`src/rtl/odpc_pkg.sv`:
```
// Purpose: Constants and carrier types for the output driver power control bank
// Assumes: 8-bit register words, page number plus register number decode
// Notes:   Shared by the register bank and its bench
package odpc_pkg;
   localparam logic [7:0] ODPC_OFS_PAGE       = 8'h00;
   localparam logic [7:0] ODPC_OFS_RSVD_FIRST = 8'h01;
   localparam logic [7:0] ODPC_OFS_RSVD_LAST  = 8'h1D;
   localparam logic [7:0] ODPC_OFS_ERR_CTRL   = 8'h1E;
   localparam logic [7:0] ODPC_OFS_HP_CTRL    = 8'h1F;
   localparam logic [7:0] ODPC_OFS_SPK_CTRL   = 8'h20;
   localparam logic [7:0] ODPC_OFS_STICKY     = 8'h2C;

   localparam logic [7:0] ODPC_PAGE_ZERO      = 8'h00;
   localparam logic [7:0] ODPC_PAGE_ONE       = 8'h01;

   localparam logic [7:0] ODPC_RST_PAGE       = 8'h00;
   localparam logic [7:0] ODPC_RST_ERR_CTRL   = 8'h00;
   localparam logic [7:0] ODPC_RST_HP_CTRL    = 8'h04;
   localparam logic [7:0] ODPC_RST_SPK_CTRL   = 8'h06;

   // Error control fields
   localparam int ODPC_ERR_SPK_KEEP = 1;
   localparam int ODPC_ERR_HP_KEEP  = 0;
   // Headphone fields
   localparam int ODPC_HP_LEFT_EN   = 7;
   localparam int ODPC_HP_RIGHT_EN  = 6;
   localparam int ODPC_HP_CM_HI     = 4;
   localparam int ODPC_HP_CM_LO     = 3;
   localparam int ODPC_HP_SHORT_PD  = 1;
   localparam int ODPC_HP_SHORT_ST  = 0;
   // Speaker fields
   localparam int ODPC_SPK_EN       = 7;
   localparam int ODPC_SPK_SHORT_ST = 0;
   // Sticky register field
   localparam int ODPC_STICKY_SPK   = 0;

   typedef struct packed {
      logic       wr;
      logic       rd;
      logic [7:0] addr;
      logic [7:0] wdata;
   } odpc_req_t;

   typedef struct packed {
      logic       left_headphone_driver_en;
      logic       right_headphone_driver_en;
      logic [1:0] hp_cm_level;
      logic       hp_current_limit;
      logic       spk_driver_en;
   } odpc_drv_t;
endpackage : odpc_pkg

```
`src/rtl/odpc_regs.sv`:
```
// Purpose: Page select and page-one output driver power control registers
// Assumes: Requests come from the control serial front end on ref_clk
// Notes:   Short inputs come from analog detectors and are filtered
//
// Summary of operation
// - Page register holds 8-bit page, reads back, resets to zero.
// - Speaker short clears speaker power bit unless keep select is set.
// - Headphone short in power-down mode clears both power bits unless keep set.
// - Bit seven of headphone register powers left driver; resets zero.
// - Bit six of headphone register powers right driver; resets zero.
// - Two-bit headphone field picks common-mode level; resets to 00.
// - Headphone short limits current if select is 0, powers down if 1.
// - Headphone bit zero reads live short status; resets zero.
// - Bit seven of speaker register powers class-D driver; resets zero.
// - Speaker bit zero reads live class-D short, valid while powered.
// - Class-D short also latches a sticky flag in page-zero register 44.
`timescale 1ns/100ps
module odpc_regs (
   input  wire logic                ref_clk,
   input  wire logic                rst_n,
   input  wire odpc_pkg::odpc_req_t req,
   input  wire logic                hp_short_raw,
   input  wire logic                spk_short_raw,
   output logic [7:0]               rdata,
   output logic                     rvalid,
   output logic                     spk_short_sticky,
   output odpc_pkg::odpc_drv_t      drv
);
   import odpc_pkg::*;

   logic [7:0] page_reg;
   logic [7:0] err_ctrl_reg;
   logic [7:0] hp_ctrl_reg;
   logic [7:0] spk_ctrl_reg;
   logic [2:0] hp_sync_reg;
   logic [2:0] spk_sync_reg;
   logic       hp_short_reg;
   logic       spk_short_reg;
   logic       sticky_reg;
   logic       sel_p0;
   logic       sel_p1;
   logic       hp_trip;
   logic       spk_trip;
   logic [7:0] rdata_next;

   assign sel_p0   = (page_reg == ODPC_PAGE_ZERO);
   assign sel_p1   = (page_reg == ODPC_PAGE_ONE);
   assign hp_trip  = hp_short_reg && hp_ctrl_reg[ODPC_HP_SHORT_PD];
   assign spk_trip = spk_short_reg && spk_ctrl_reg[ODPC_SPK_EN];

   // Detector filters: second and third stage must agree
   always_ff @(posedge ref_clk or negedge rst_n) begin
      if (!rst_n) begin
         hp_sync_reg   <= 3'h0;
         spk_sync_reg  <= 3'h0;
         hp_short_reg  <= 1'b0;
         spk_short_reg <= 1'b0;
      end else begin
         hp_sync_reg  <= {hp_sync_reg[1:0], hp_short_raw};
         spk_sync_reg <= {spk_sync_reg[1:0], spk_short_raw};
         if (hp_sync_reg[1] == hp_sync_reg[2]) begin
            hp_short_reg <= hp_sync_reg[2];
         end
         if (spk_sync_reg[1] == spk_sync_reg[2]) begin
            spk_short_reg <= spk_sync_reg[2];
         end
      end
   end

   // Page register, reachable from every page
   always_ff @(posedge ref_clk or negedge rst_n) begin
      if (!rst_n) begin
         page_reg <= ODPC_RST_PAGE;
      end else if (req.wr && req.addr == ODPC_OFS_PAGE) begin
         page_reg <= req.wdata;
      end
   end

   // Error control register
   always_ff @(posedge ref_clk or negedge rst_n) begin
      if (!rst_n) begin
         err_ctrl_reg <= ODPC_RST_ERR_CTRL;
      end else if (req.wr && sel_p1 && req.addr == ODPC_OFS_ERR_CTRL) begin
         err_ctrl_reg <= req.wdata;
      end
   end

   // Headphone register; hardware clear beats a same-cycle write
   always_ff @(posedge ref_clk or negedge rst_n) begin
      if (!rst_n) begin
         hp_ctrl_reg <= ODPC_RST_HP_CTRL;
      end else begin
         if (req.wr && sel_p1 && req.addr == ODPC_OFS_HP_CTRL) begin
            hp_ctrl_reg <= req.wdata;
         end
         if (hp_trip && !err_ctrl_reg[ODPC_ERR_HP_KEEP]) begin
            hp_ctrl_reg[ODPC_HP_LEFT_EN]  <= 1'b0;
            hp_ctrl_reg[ODPC_HP_RIGHT_EN] <= 1'b0;
         end
      end
   end

   // Speaker register; hardware clear beats a same-cycle write
   always_ff @(posedge ref_clk or negedge rst_n) begin
      if (!rst_n) begin
         spk_ctrl_reg <= ODPC_RST_SPK_CTRL;
      end else begin
         if (req.wr && sel_p1 && req.addr == ODPC_OFS_SPK_CTRL) begin
            spk_ctrl_reg <= req.wdata;
         end
         if (spk_trip && !err_ctrl_reg[ODPC_ERR_SPK_KEEP]) begin
            spk_ctrl_reg[ODPC_SPK_EN] <= 1'b0;
         end
      end
   end

   // Sticky class-D short flag, cleared by reading it; set wins
   always_ff @(posedge ref_clk or negedge rst_n) begin
      if (!rst_n) begin
         sticky_reg <= 1'b0;
      end else if (spk_trip) begin
         sticky_reg <= 1'b1;
      end else if (req.rd && sel_p0 && req.addr == ODPC_OFS_STICKY) begin
         sticky_reg <= 1'b0;
      end
   end

   // Read mux; reserved and unmapped locations read zero
   always_comb begin
      rdata_next = 8'h00;
      if (req.addr == ODPC_OFS_PAGE) begin
         rdata_next = page_reg;
      end else if (sel_p1) begin
         case (req.addr)
            ODPC_OFS_ERR_CTRL: begin
               rdata_next = err_ctrl_reg;
            end
            ODPC_OFS_HP_CTRL: begin
               rdata_next = {hp_ctrl_reg[7:1], hp_short_reg};
            end
            ODPC_OFS_SPK_CTRL: begin
               rdata_next = {spk_ctrl_reg[7:1], spk_short_reg};
            end
            default: begin
               rdata_next = 8'h00;
            end
         endcase
      end else if (sel_p0 && req.addr == ODPC_OFS_STICKY) begin
         rdata_next[ODPC_STICKY_SPK] = sticky_reg;
      end
   end

   always_ff @(posedge ref_clk or negedge rst_n) begin
      if (!rst_n) begin
         rdata  <= 8'h00;
         rvalid <= 1'b0;
      end else begin
         rvalid <= req.rd;
         if (req.rd) begin
            rdata <= rdata_next;
         end
      end
   end

   // Driver controls
   always_ff @(posedge ref_clk or negedge rst_n) begin
      if (!rst_n) begin
         drv              <= '0;
         spk_short_sticky <= 1'b0;
      end else begin
         drv.left_headphone_driver_en  <= hp_ctrl_reg[ODPC_HP_LEFT_EN] && !hp_trip;
         drv.right_headphone_driver_en <= hp_ctrl_reg[ODPC_HP_RIGHT_EN] && !hp_trip;
         drv.hp_cm_level               <= hp_ctrl_reg[ODPC_HP_CM_HI:ODPC_HP_CM_LO];
         drv.hp_current_limit          <= hp_short_reg && !hp_ctrl_reg[ODPC_HP_SHORT_PD];
         drv.spk_driver_en             <= spk_ctrl_reg[ODPC_SPK_EN];
         spk_short_sticky              <= sticky_reg;
      end
   end
endmodule : odpc_regs

```
`config.mk`:
```
export PLATFORM = sky130hd
export DESIGN_NAME = odpc_regs
export DESIGN_NICKNAME = d
export VERILOG_FILES = /design/src/rtl/odpc_pkg.sv /design/src/rtl/odpc_regs.sv
export SDC_FILE = /design/constraint.sdc
export NUM_CORES = 1
export LEC_CHECK = 0
export BUFFER_PORTS_ARGS = -buffer_cell sky130_fd_sc_hd__clkbuf_2
export CORE_ASPECT_RATIO = 0.75
export CORE_MARGIN = 2
export CORE_UTILIZATION = 55
export DETAILED_ROUTE_END_ITERATION = 8
export GPL_TIMING_DRIVEN = 0
export PLACE_DENSITY = 0.81
export SLEW_MARGIN = 5
export SYNTH_ARGS = -nofsm -noshare
export SYNTH_HDL_FRONTEND = slang
export SYNTH_SLANG_ARGS = --single-unit
```
`constraint.sdc`:
```
create_clock -name ref_clk -period 2.46 [get_ports ref_clk]
set_clock_uncertainty 0.1 [all_clocks]
set_input_delay 0.369 -clock ref_clk [delete_from_list [all_inputs] [get_ports ref_clk]]
set_output_delay 0.369 -clock ref_clk [all_outputs]
set_load 0.05 [all_outputs]
```
# After elaboration in Yosys (flattened, before gate mapping)
# Cells that the tools add are included.
dict set report word_totals {
  input_bits 22
  word_cells 61
  out_inout_bits 16
  register_bits 57
}
dict set report op_classes {
  mux 11
  reduce_logical 24
  eq_ne 7
}
# operator n
set op_table {}
lappend op_table {{$mux 8} 3}
lappend op_table {{$pmux 8 s3} 1}
lappend op_table {{$eq 8x5->1 const B} 2}
lappend op_table {{$eq 8x6->1 const B} 2}
lappend op_table {{$logic_not 8->1} 2}
lappend op_table {{$logic_and 1x1->1} 15}
lappend op_table {{$eq 8x1->1 const B} 1}
lappend op_table {{$mux 7} 1}
lappend op_table {{$reduce_bool 2->1} 3}
lappend op_table {{$mux 1} 5}
lappend op_table {{$logic_not 1->1} 4}
lappend op_table {{$eq 1x1->1} 2}
lappend op_table {{$mux 2} 1}

# Depth between registers and ports, before layout
# Gate-level depths: netlist (run 1).
dict set report logic_depth {
  word_depth 5
  mapped_depth 7
  depth_no_buf 5
}

# Worst setup path after synthesis (run 1)
# OpenSTA, ideal clock, no wires.
dict set report synth_timing {
  kind {flip-flop to flip-flop}
  start {register page_reg[7]}
  end {register err_ctrl_reg[0]}
  setup_slack_ps 609
  required_time_ps 2235
  period_less_slack_ps 1851
  setup_time_ps 125
  arrival_time_ps 1626
  path_stages_with_launch 5
  n_path_buf 0
  cell_sequence {dfrtp_1 nor4_2 nand4_2 nor3_4 mux2_2}
}
dict set report synth_via {
  elab_chain_len 3
}
# element line
set synth_lines {}
lappend synth_lines {{start, declared} odpc_regs.sv:31} ;# logic [7:0] page_reg;
lappend synth_lines {{start signal, assigned} odpc_regs.sv:75} ;# page_reg <= req.wdata;
lappend synth_lines {{$eq 8x1->1} odpc_regs.sv:47} ;# assign sel_p1 = (page_reg == ODPC_PAGE_ONE);
lappend synth_lines {{$logic_and 1x1->1 (2 in series)} odpc_regs.sv:83} ;# end else if (req.wr && sel_p1 && req.addr == ODPC_OFS_ERR_CTRL) begin
lappend synth_lines {{end signal, assigned} odpc_regs.sv:84} ;# err_ctrl_reg <= req.wdata;
lappend synth_lines {{end, declared} odpc_regs.sv:32} ;# logic [7:0] err_ctrl_reg;
# Every way passes these cells.
# A chain may end at the register's enable or synchronous reset.

# Worst setup path after layout (run 1)
dict set report layout_timing {
  start {register page_reg[7]}
  end {register err_ctrl_reg[2]}
}
# The elaborated chain is that of the path after synthesis.

==> summary.txt, run 1 <==
Status
  • Failing checks: hold timing
  • Status: finished with violations

Pwr
  • Cell Pwr Density: 644 nW/um2
  • Worst vdd ir: 364 uV
  • Internal power: 0.00128 W
  • Clock power share: 34.9%
  • Switching power: 0.000408 W
  • Final Total Pwr: 0.00169 W
  • Sequential share of power: 56.3%
  • Comb pwr share: 8.7%
  • Net Sw Frac: 24.2%
  • Total leakage power: 1.26 nW

Critical path
  • Startpoint Class: flop
  • Worst Path Class, Setup: reg -> reg
  • Crit end category: flop
  • Register-to-register setup slack: 0.26 ns
  • CP required: 2.56 ns
  • WP data arrival: 2.29 ns
  • Largest fanout on the critical path: 9

Global route
  • Largest net degree at the start of global routing: 56
  • Number of global-route vias before repair: 1512
  • Initial antenna violation count: 0
  • Total gr overflow: 0
  • GRT Util Overall: 22.4%
  • First-pass GRT wire length: 7620 um

Yosys
  • EDFF count, synth: 0
  • Top cells by area, synth: dfrtp_1 (58%), mux2_2 (13%), dfstp_2 (3.5%)
  • Post-Syn Area: 2260 um2
  • Most area-hungry cell type in the Yosys netlist: dfrtp_1
  • Yosys cell types: 41
  • Mean Syn Cell Area: 13.2 um2
  • Post-synth top flop: dfrtp_1
  • Top-area cell type share of the netlist area: 57.6%
  • Post-Syn Instances: 171
  • Synth async-reset ratio: 100%
  • Sequential fraction of the synthesis area: 61.1%
  • Syn. warnings: 0
  • Count leader, synth: dfrtp_1
  • Net Count, Synth: 193
  • Number of synthesized register bits: 55
  • Synth cell count leaders: dfrtp_1 (52), mux2_2 (26), nand2_1 (18), a21oi_1 (8), nor2_1 (6)

Floorplan
  • Die W: 78.0 um
  • Row Count: 20
  • DIE HEIGHT: 59.5 um
  • Initial Util: 56.4%
  • Die area: 4640 um2
  • Core area: 4000 um2
  • IO Pins: 38

Clocking
  • Later-pin clock latency in the skew report: 0.31 ns
  • Cells resized by post-CTS repair: 0
  • Total CTS buffers: 5
  • Cts hold-fix bufs: 0
  • TritonCTS clock tree: built
  • Clock Sinks: 55
  • Post-CTS setup buffer count: 0
  • CTS clk-pin slew, worst paths: 0.09 ns
  • H-Tree Depth: 2
  • Maximum clock path buffer count: 2
  • Clk root buf: clkbuf_8

Run
  • Max_cap viols: 0

Cells and area
  • Layout fillers: 305
  • # diodes: 0
  • Layout cell share with drive strength beyond 1: 39.8%
  • Layout area overhead: 16.1%
  • Post-layout nets: 237

STA
  • FMAX: 455 MHz
  • Fin. max-slew vios: 0
  • Final Critical Period: 2.20 ns
  • Total negative slack: 0 ns
  • Final setup fails: 0
  • Unrepaired setup endpoints after global routing: false
  • Part of the cycle the worst path needs: 89.3%
  • Worst-Margin Slew: 0.671 ns
  • Hold Slack: -0.0156 ns
  • Final Hold Viols: 16
  • Slew headroom: 55.3%

Routing
  • 1st-iter DRT viols: 128
  • Vias per cell: 5.73
  • Vias after detailed routing: 1553
  • DRC errors left: 0
  • Per-cell routed wire length: 17.6 um
  • First-pass DRT Iterations: 4
  • Antenna-violating nets left: 0
  • Overall routed net length: 4770 um

Min path
  • HP Class: in -> async

Placement
  • Number of port buffers: 37
  • Hpwl dp: 3190 um
  • Routability congestion estimate: 0.856
[cell usage in the layout, fill, tap and decap left out, types with 3 or more instances in the layout]
master     Yosys  routed
dfrtp_1       52      52
clkbuf_2       1      37
mux2_2        26      26
nand2_1       18      18
a21oi_1        8       8
nor2_1         6       6
a22oi_1        5       5
o22a_1         5       5
clkbuf_8       0       5
clkbuf_1       2       4
nand3_1        3       3
mux2i_1        3       3
a222oi_1       3       3
a2bb2oi_1      3       3
dfstp_2        3       3
[worst max-delay path, stage by stage (launching register included)]
cell	delay (ns)
dfrtp_1	0.42
nor4_2	0.45
nand4_2	0.23
nor3_4	0.49
mux2_2	0.40
[per-stage QoR]
step           setup WS (ns)  utilization (%)  hold slack, ns  cell area, um2  std cells
2_1_floorplan          0.609                -         -0.0266            2260        171
3_3_place_gp           0.324             62.8           0.234            2510        263
3_5_place_dp           0.258             62.8           0.238            2510        263
4_1_cts                0.315             65.4          0.0540            2620        271
5_1_grt                0.188             65.5          0.0381            2620        271
6_report               0.264             65.5         -0.0156            2620        271
[worst paths after layout]
kind,endpoint,depth (start not counted),from
worst min register to register,hp_sync_reg[1],0,hp_sync_reg[0]
worst max register to register,err_ctrl_reg[2],4,page_reg[7]
worst max-delay path,err_ctrl_reg[2],4,page_reg[7]
max in group asynchronous,spk_ctrl_reg[5],1,rst_n
min in group ref_clk,spk_sync_reg[0],1,spk_short_raw
worst min-delay path,spk_short_reg,1,rst_n
[layout make-up]
type	instances	area (um2)	share of cell area, %
Tap cell	55	68.8	2.62
Clock inverter	1	30.0	1.15
Multi-Input combinational cell	108	836	31.9
Timing Repair Buffer	37	188	7.16
Sequential cell	55	1380	52.6
Inverter	1	3.75	0.143
Buffer	7	40.0	1.53
Clock buffer	7	76.3	2.91
[cell families (layout without fill, tap and decap cells)]
logic type	count (synthesis)	count (layout)	share of synthesized area (%)
flip-flops	55	55	61.1
AND/OR/NAND/NOR	49	49	12.6
multiplexers	29	29	14.3
AO/OA/AOI/OAI	28	28	9.19
buffers and inverters	8	53	1.94
adder cells (fa/ha/maj)	2	2	0.886
[routing by layer]
layer | share of wire [%] | global-route usage (%) | vias to the layer above
met5 | 0 | 0 | -
met4 | 1.2 | 7.52 | 0
met3 | 7.8 | 6.25 | 7
met2 | 45 | 34.6 | 66
met1 | 46 | 31.1 | 771
li1 | - | - | 709
[power groups by stage]
stage	clock network [W]	logic (W)	registers [W]
2_1_floorplan	0	0.0000399	0.00101
3_3_place_gp	0	0.000144	0.000967
3_5_place_dp	0	0.000147	0.000968
4_1_cts	0.000595	0.000147	0.000950
5_1_grt	0.000631	0.000159	0.000954
6_report	0.000590	0.000148	0.000951
Power figures use the tool's default switching activity.
==> run 2, diff against run 1 <==
--- a/config.mk
+++ b/config.mk
@@ -8,11 +8,10 @@
 export BUFFER_PORTS_ARGS = -buffer_cell sky130_fd_sc_hd__clkbuf_2
 export CORE_ASPECT_RATIO = 0.75
 export CORE_MARGIN = 2
-export CORE_UTILIZATION = 55
+export CORE_UTILIZATION = 59
 export DETAILED_ROUTE_END_ITERATION = 8
 export GPL_TIMING_DRIVEN = 0
-export PLACE_DENSITY = 0.81
-export SLEW_MARGIN = 5
+export PLACE_DENSITY = 0.86
 export SYNTH_ARGS = -nofsm -noshare
 export SYNTH_HDL_FRONTEND = slang
 export SYNTH_SLANG_ARGS = --single-unit
==> constraint.sdc (replaced) <==
create_clock -name ref_clk -period 2.7 [get_ports ref_clk]
set_clock_uncertainty 0.1 [all_clocks]
set_input_delay 0.405 -clock ref_clk [delete_from_list [all_inputs] [get_ports ref_clk]]
set_output_delay 0.405 -clock ref_clk [all_outputs]
set_load 0.05 [all_outputs]
==> run 2 against run 1 <==
The run now ends clean. Total power decreased by 11%. Cell count is 0.37% lower. Design area increased by 0.67%. Global-route usage is 4.1 points higher. Count of clock-buffer cells in the layout is 1 higher. Worst setup slack better by 0.11 ns. Critical path type unchanged. Largest power group unchanged. Highest routed layer unchanged.
==> summary.txt, run 2 (synthesis gave the netlist of run 1 again) <==
Floorplan
  • Die area: 4350 um2 (-6.4%)
  • Core area: 3660 um2 (-8.6%)
  • DIE HEIGHT: 57.6 um (-3.2%)
  • Row Count: 19 (-5.0%)
  • Initial Util: 61.7% (+5.3 points)
  • Die W: 75.5 um (-3.3%)
  • IO Pins: 38 (unchanged)

Clocking
  • Clk root buf: clkbuf_8
  • TritonCTS clock tree: built
  • Maximum clock path buffer count: 2 (unchanged)
  • H-Tree Depth: 2 (unchanged)
  • Clock Sinks: 55 (unchanged)
  • CTS clk-pin slew, worst paths: 0.09 ns (about the same)
  • Post-CTS setup buffer count: 0 (unchanged)
  • Later-pin clock latency in the skew report: 0.31 ns (about the same)
  • Total CTS buffers: 5 (unchanged)

Min path
  • Hold path depth: 1
  • HP Class: in -> reg
  • Hold_sp: spk_short_raw
  • Worst Hold Path EP: spk_sync_reg[0]

STA
  • Final setup fails: 0 (unchanged)
  • Slew headroom: 63.6% (+8.3 points)
  • Unrepaired setup endpoints after global routing: false
  • Part of the cycle the worst path needs: 86.0% (-3.3 points)
  • FMAX: 431 MHz (-5.4%)
  • Worst-Margin Slew: 0.542 ns (-0.128 ns)
  • Final Hold Viols: 0 (-16)
  • Setup ws final: 0.379 ns (+0.115 ns)
  • Fin. max-slew vios: 0 (unchanged)
  • Total negative slack: 0 ns (unchanged)
  • Final Critical Period: 2.32 ns (+0.125 ns)

Global route
  • First-pass GRT wire length: 8190 um (+7.5%)
  • Largest net degree at the start of global routing: 56 (unchanged)
  • Initial antenna violation count: 0 (unchanged)
  • Total gr overflow: 0 (unchanged)
  • GRT Util Overall: 26.5% (+4.1 points)
  • Number of global-route vias before repair: 1603 (+6.0%)

Routing
  • Overall routed net length: 5260 um (+10%)
  • Per-cell routed wire length: 19.5 um (+11%)
  • First-pass DRT Iterations: 5 (+1)
  • 1st-iter DRT viols: 153 (+20%)
  • Vias per cell: 6.06 (+5.7%)
  • DRC errors left: 0 (unchanged)
  • Antenna-violating nets left: 0 (unchanged)
  • Vias after detailed routing: 1635 (+5.3%)

Pwr
  • Net Sw Frac: 24.7% (+0.52 points)
  • Cell Pwr Density: 567 nW/um2 (-12%)
  • Switching power: 0.000369 W (-9.5%)
  • Sequential share of power: 57.9% (+1.6 points)
  • Internal power: 0.00113 W (-12%)
  • Comb pwr share: 9.4% (+0.7 points)
  • Clock power share: 32.6% (-2.3 points)
  • Total leakage power: 1.27 nW (+0.93%)
  • Worst vdd ir: 431 uV (+18%)

Critical path
  • Register-to-register setup slack: 0.38 ns (+0.11 ns)
  • WP data arrival: 2.42 ns (+0.13 ns)
  • Critical path's top delay family: simple AND/OR/NAND/NOR gates
  • Startpoint Class: flop
  • Cell breakdown of the critical path: nor4_2 > nand4_2 > nor3_4 > mux2_2
  • CP required: 2.80 ns (+0.24 ns)
  • Largest fanout on the critical path: 9 (unchanged)
  • Buf/Inv on CP: 0 (unchanged)
  • Worst Path Class, Setup: reg -> reg
  • R2R depth: 4 (unchanged)
  • Slowest stage delay, CP: 0.52 ns (+0.03 ns)
  • Origin of the critical flop-to-flop path: page_reg[7]
  • Crit end category: flop
  • Critical R2R Capture: err_ctrl_reg[4]
  • Crit-path slowest cell: nor3_4

Cells and area
  • Commonest non-fill, non-tap cell in the layout: dfrtp_1
  • # diodes: 0 (unchanged)
  • Highest-count cells in the layout ignoring fill and taps: dfrtp_1 (52), clkbuf_2 (37), mux2_2 (26)
  • Area occupied by multi-input gates: 836 um2 (unchanged)
  • Layout fillers: 263 (-14%)
  • Non-Filler Instances: 270 (-0.37%)
  • Storage element area: 1380 um2 (unchanged)
  • Layout cell share with drive strength beyond 1: 40.4% (+0.55 points)
  • Post-layout nets: 239 (+0.84%)
  • Layout area overhead: 16.8%

Status
  • Status: complete, no violations

Placement
  • Routability congestion estimate: 0.783 (-8.5%)
  • Number of port buffers: 37 (unchanged)
  • Pre-CTS WS: 0.485 ns (+0.226 ns)
  • Hpwl dp: 3430 um (+7.4%)
  • Placed cells: 260 (-1.1%)

Run
  • Max_cap viols: 0 (unchanged)
-- run 2: changes by cell type in the layout (fill, tap and decap cells not counted), sizes merged --
cell and change:
dlygate4sd3 +1, clkbuf +1, buf +1, bufinv -1
-- run 2: layer usage --
| layer | wire length (um) | global-route usage (%) | part of all wire [%] |
|---|---|---|---|
| met1 | 2170 | 37.6 | 41 |
| met2 | 2520 | 38.1 | 48 |
| met3 | 425 | 6.01 | 8.1 |
| met4 | 142 | 14.0 | 2.7 |
| met5 | 0 | 0 | 0 |
-- run 2: metrics by stage --
step	util, %	hold slack [ns]	instance area [um2]	power (W)
detailed placement	68.6	0.239	2510	0.00102
floorplan	-	0.00941	2260	0.000952
CTS	71.3	0.0952	2610	0.00149
global route	72.1	0.0907	2640	0.00154
global placement	68.6	0.234	2510	0.00101
finish	72.1	0.0957	2640	0.00150
-- run 2: power groups by stage --
stage,sequential [W],clock [W],combinational [W]
2_1_floorplan,0.000916,0,0.0000363
3_3_place_gp,0.000880,0,0.000129
3_5_place_dp,0.000882,0,0.000134
4_1_cts,0.000866,0.000490,0.000135
5_1_grt,0.000869,0.000522,0.000152
6_report,0.000867,0.000488,0.000141
-- run 2: how the worst max path moves through the flow --
stage                start               to  cells after the start
6_report       page_reg[7]  err_ctrl_reg[4]                      4
5_1_grt        page_reg[1]  err_ctrl_reg[4]                      4
4_1_cts        page_reg[7]  err_ctrl_reg[3]                      4
3_5_place_dp       req[13]   hp_ctrl_reg[5]                      7
3_3_place_gp       req[13]   hp_ctrl_reg[5]                      7
2_1_floorplan      req[13]   hp_ctrl_reg[1]                      6
-- run 2: final cells by class --
| cell class | count | area share (%) |
|---|---|---|
| Clock buffer | 8 | 3.79 |
| Inverter | 1 | 0.142 |
| Sequential cell | 55 | 52.3 |
| Tap cell | 52 | 2.46 |
| Multi-Input combinational cell | 108 | 31.7 |
| Timing Repair Buffer | 39 | 8.15 |
| Buffer | 7 | 1.52 |
-- run 2: what timing repair did --
action | in CTS | in global routing
hold buffers | 0 | 1
endpoints found under the hold margin | 0 | 17
resized for setup | 0 | 0
==> run 3, diff against run 2 <==
--- a/config.mk
+++ b/config.mk
@@ -7,11 +7,10 @@
 export LEC_CHECK = 0
 export BUFFER_PORTS_ARGS = -buffer_cell sky130_fd_sc_hd__clkbuf_2
 export CORE_ASPECT_RATIO = 0.75
-export CORE_MARGIN = 2
-export CORE_UTILIZATION = 59
+export CORE_UTILIZATION = 35
 export DETAILED_ROUTE_END_ITERATION = 8
 export GPL_TIMING_DRIVEN = 0
-export PLACE_DENSITY = 0.86
+export PLACE_DENSITY = 0.57
 export SYNTH_ARGS = -nofsm -noshare
 export SYNTH_HDL_FRONTEND = slang
 export SYNTH_SLANG_ARGS = --single-unit
==> constraint.sdc (replaced) <==
create_clock -name ref_clk -period 2.4 [get_ports ref_clk]
set_clock_uncertainty 0.1 [all_clocks]
set_input_delay 0.36 -clock ref_clk [delete_from_list [all_inputs] [get_ports ref_clk]]
set_output_delay 0.36 -clock ref_clk [all_outputs]
set_load 0.05 [all_outputs]
==> run 3 against run 2 <==
Routed wire length is 8.4% lower. Count of clock-buffer cells in the layout shrank 2. Worst hold slack worse by 0.070 ns. Sequential power increased by 12%. Sequential share of layout area is 0.20 points higher. Clock power up 3%. Register-to-register slack worse by 0.14 ns. Total power increased by 8.8%. Cell count rose by 8.9%. Critical path depth unchanged. Combinational power rose by 6%. Critical path type unchanged.
==> summary.txt, run 3 (synthesis gave the netlist of run 1 again) <==
Status
  • Status: complete, no violations

Critical path
  • Worst Path Class, Setup: reg -> reg
  • R2R depth: 4 (unchanged)
  • WP data arrival: 2.26 ns (-0.16 ns)
  • Origin of the critical flop-to-flop path: page_reg[1]
  • Register-to-register setup slack: 0.24 ns (-0.14 ns)
  • CP required: 2.50 ns (-0.30 ns)
  • Largest fanout on the critical path: 7 (-2)
  • Critical R2R Capture: spk_ctrl_reg[6]
  • Startpoint Class: flop
  • Crit end category: flop

STA
  • Setup ws final: 0.240 ns (-0.139 ns)
  • Total negative slack: 0 ns (unchanged)
  • Final Hold Viols: 0 (unchanged)
  • Part of the cycle the worst path needs: 90.0% (+4.0 points)
  • Fin. max-slew vios: 0 (unchanged)
  • FMAX: 463 MHz (+7.4%)
  • Slew headroom: 50.5% (-13 points)
  • Worst-Margin Slew: 0.743 ns (+0.201 ns)
  • Final Critical Period: 2.16 ns (-0.161 ns)
  • Final setup fails: 0 (unchanged)
  • Unrepaired setup endpoints after global routing: false

Cells and area
  • Layout cell share with drive strength beyond 1: 40.3% (-0.089 points)
  • Fin area: 2630 um2 (-0.38%)
  • # diodes: 0 (unchanged)
  • Post-layout nets: 237 (-0.84%)
  • Layout fillers: 612 (+130%)
  • Commonest non-fill, non-tap cell in the layout: dfrtp_1
  • Layout area overhead: 16.4%
  • Highest-count cells in the layout ignoring fill and taps: dfrtp_1 (52), clkbuf_2 (37), mux2_2 (26)

Routing
  • 1st-iter DRT viols: 61 (-60%)
  • DRC errors left: 0 (unchanged)
  • Vias per cell: 5.14 (-15%)
  • Antenna-violating nets left: 0 (unchanged)
  • Vias after detailed routing: 1510 (-7.6%)
  • First-pass DRT Iterations: 4 (-1)
  • Overall routed net length: 4810 um (-8.4%)
  • Per-cell routed wire length: 16.4 um (-16%)

Placement
  • Routability congestion estimate: 0.703 (-10%)
  • Placed Area: 2540 um2 (+1.4%)
  • Hpwl dp: 3210 um (-6.4%)
  • Number of port buffers: 37 (unchanged)
  • Pre-CTS WS: 0.211 ns (-0.274 ns)

Clocking
  • TritonCTS clock tree: built
  • Maximum clock path buffer count: 2 (unchanged)
  • Post-CTS setup buffer count: 0 (unchanged)
  • Later-pin clock latency in the skew report: 0.31 ns (about the same)
  • H-Tree Depth: 2 (unchanged)
  • Cells resized by post-CTS repair: 0 (unchanged)
  • Cts hold-fix bufs: 0 (unchanged)
  • CTS clk-pin slew, worst paths: 0.10 ns (about the same)
  • Clk root buf: clkbuf_8
  • Clock Sinks: 55 (unchanged)
  • Total CTS buffers: 5 (unchanged)

Floorplan
  • Row Count: 24 (+5)
  • Core area: 6010 um2 (+64%)
  • Die W: 94.8 um (+26%)
  • IO Pins: 38 (unchanged)
  • Initial Util: 37.6% (-24 points)
  • Die area: 6780 um2 (+56%)
  • DIE HEIGHT: 71.6 um (+24%)

Pwr
  • Cell Pwr Density: 619 nW/um2 (+9.2%)
  • Total leakage power: 1.25 nW (-1.8%)
  • Worst vdd ir: 325 uV (-25%)

Global route
  • GRT Util Overall: 15.7% (-11 points)
  • Largest net degree at the start of global routing: 56 (unchanged)
  • Total gr overflow: 0 (unchanged)
  • First-pass GRT wire length: 7890 um (-3.6%)
  • Initial antenna violation count: 0 (unchanged)
  • Number of global-route vias before repair: 1488 (-7.2%)

Min path
  • HP Class: in -> async

Run
  • Max_cap viols: 0 (unchanged)
run 3: cell count changes in the layout (fill, tap and decap cells not counted), sizes merged:
cell,before,now
buf,6,4
clkinvlp,0,1
dlygate4sd3,1,0
clkbuf,47,46
clkinv,0,1
run 3: power breakdown:
part	switching, W	internal, W
Clock	0.000300	0.000205
Combinational	0.000104	0.0000455
Sequential	0.0000195	0.000954
run 3: per-stage QoR:
step,utilization (%),power (W),hold WS [ns],std cells
CTS,43.8,0.00165,0.0457,294
global route,43.8,0.00171,0.0382,294
global placement,42.3,0.00114,0.234,286
finish,43.8,0.00163,0.0252,294
floorplan,-,0.00107,-0.0356,171
detailed placement,42.4,0.00115,0.235,286
run 3: worst max-delay path, cell delays in order, from the launching register on:
cell	delay [ns]
dfrtp_1	0.40
nor3_1	0.40
nand4_2	0.23
nor2_2	0.52
mux2_2	0.40
run 3: area by class of cell:
type                            count  area, um2  share of cell area, %
Sequential cell                    55       1380                   52.5
Multi-Input combinational cell    108        836                   31.8
Timing Repair Buffer               37        188                   7.14
Tap cell                           78       97.6                   3.71
Clock buffer                        6       72.6                   2.76
Buffer                              7       40.0                   1.52
Clock inverter                      2       12.5                  0.476
Inverter                            1       3.75                  0.143
run 3: worst max-delay path by stage:
| stage | startpoint | to | slack (ns) | cells after the start |
|---|---|---|---|---|
| 3_5_place_dp | req[13] | hp_ctrl_reg[3] | 0.21 | 7 |
| 2_1_floorplan | page_reg[7] | err_ctrl_reg[0] | 0.55 | 4 |
| 4_1_cts | page_reg[1] | spk_ctrl_reg[6] | 0.25 | 4 |
| 5_1_grt | page_reg[1] | err_ctrl_reg[4] | 0.13 | 4 |
| 3_3_place_gp | req[8] | spk_ctrl_reg[4] | 0.21 | 5 |
| 6_report | page_reg[1] | spk_ctrl_reg[6] | 0.24 | 4 |
run 3: metal layers:
layer	global-route usage (%)	vias to the layer above	routed length (um)
met1	25.5	750	2610
met5	0	-	0
met4	5.05	0	80
met3	3.18	7	209
li1	-	714	-
met2	20.4	39	1910
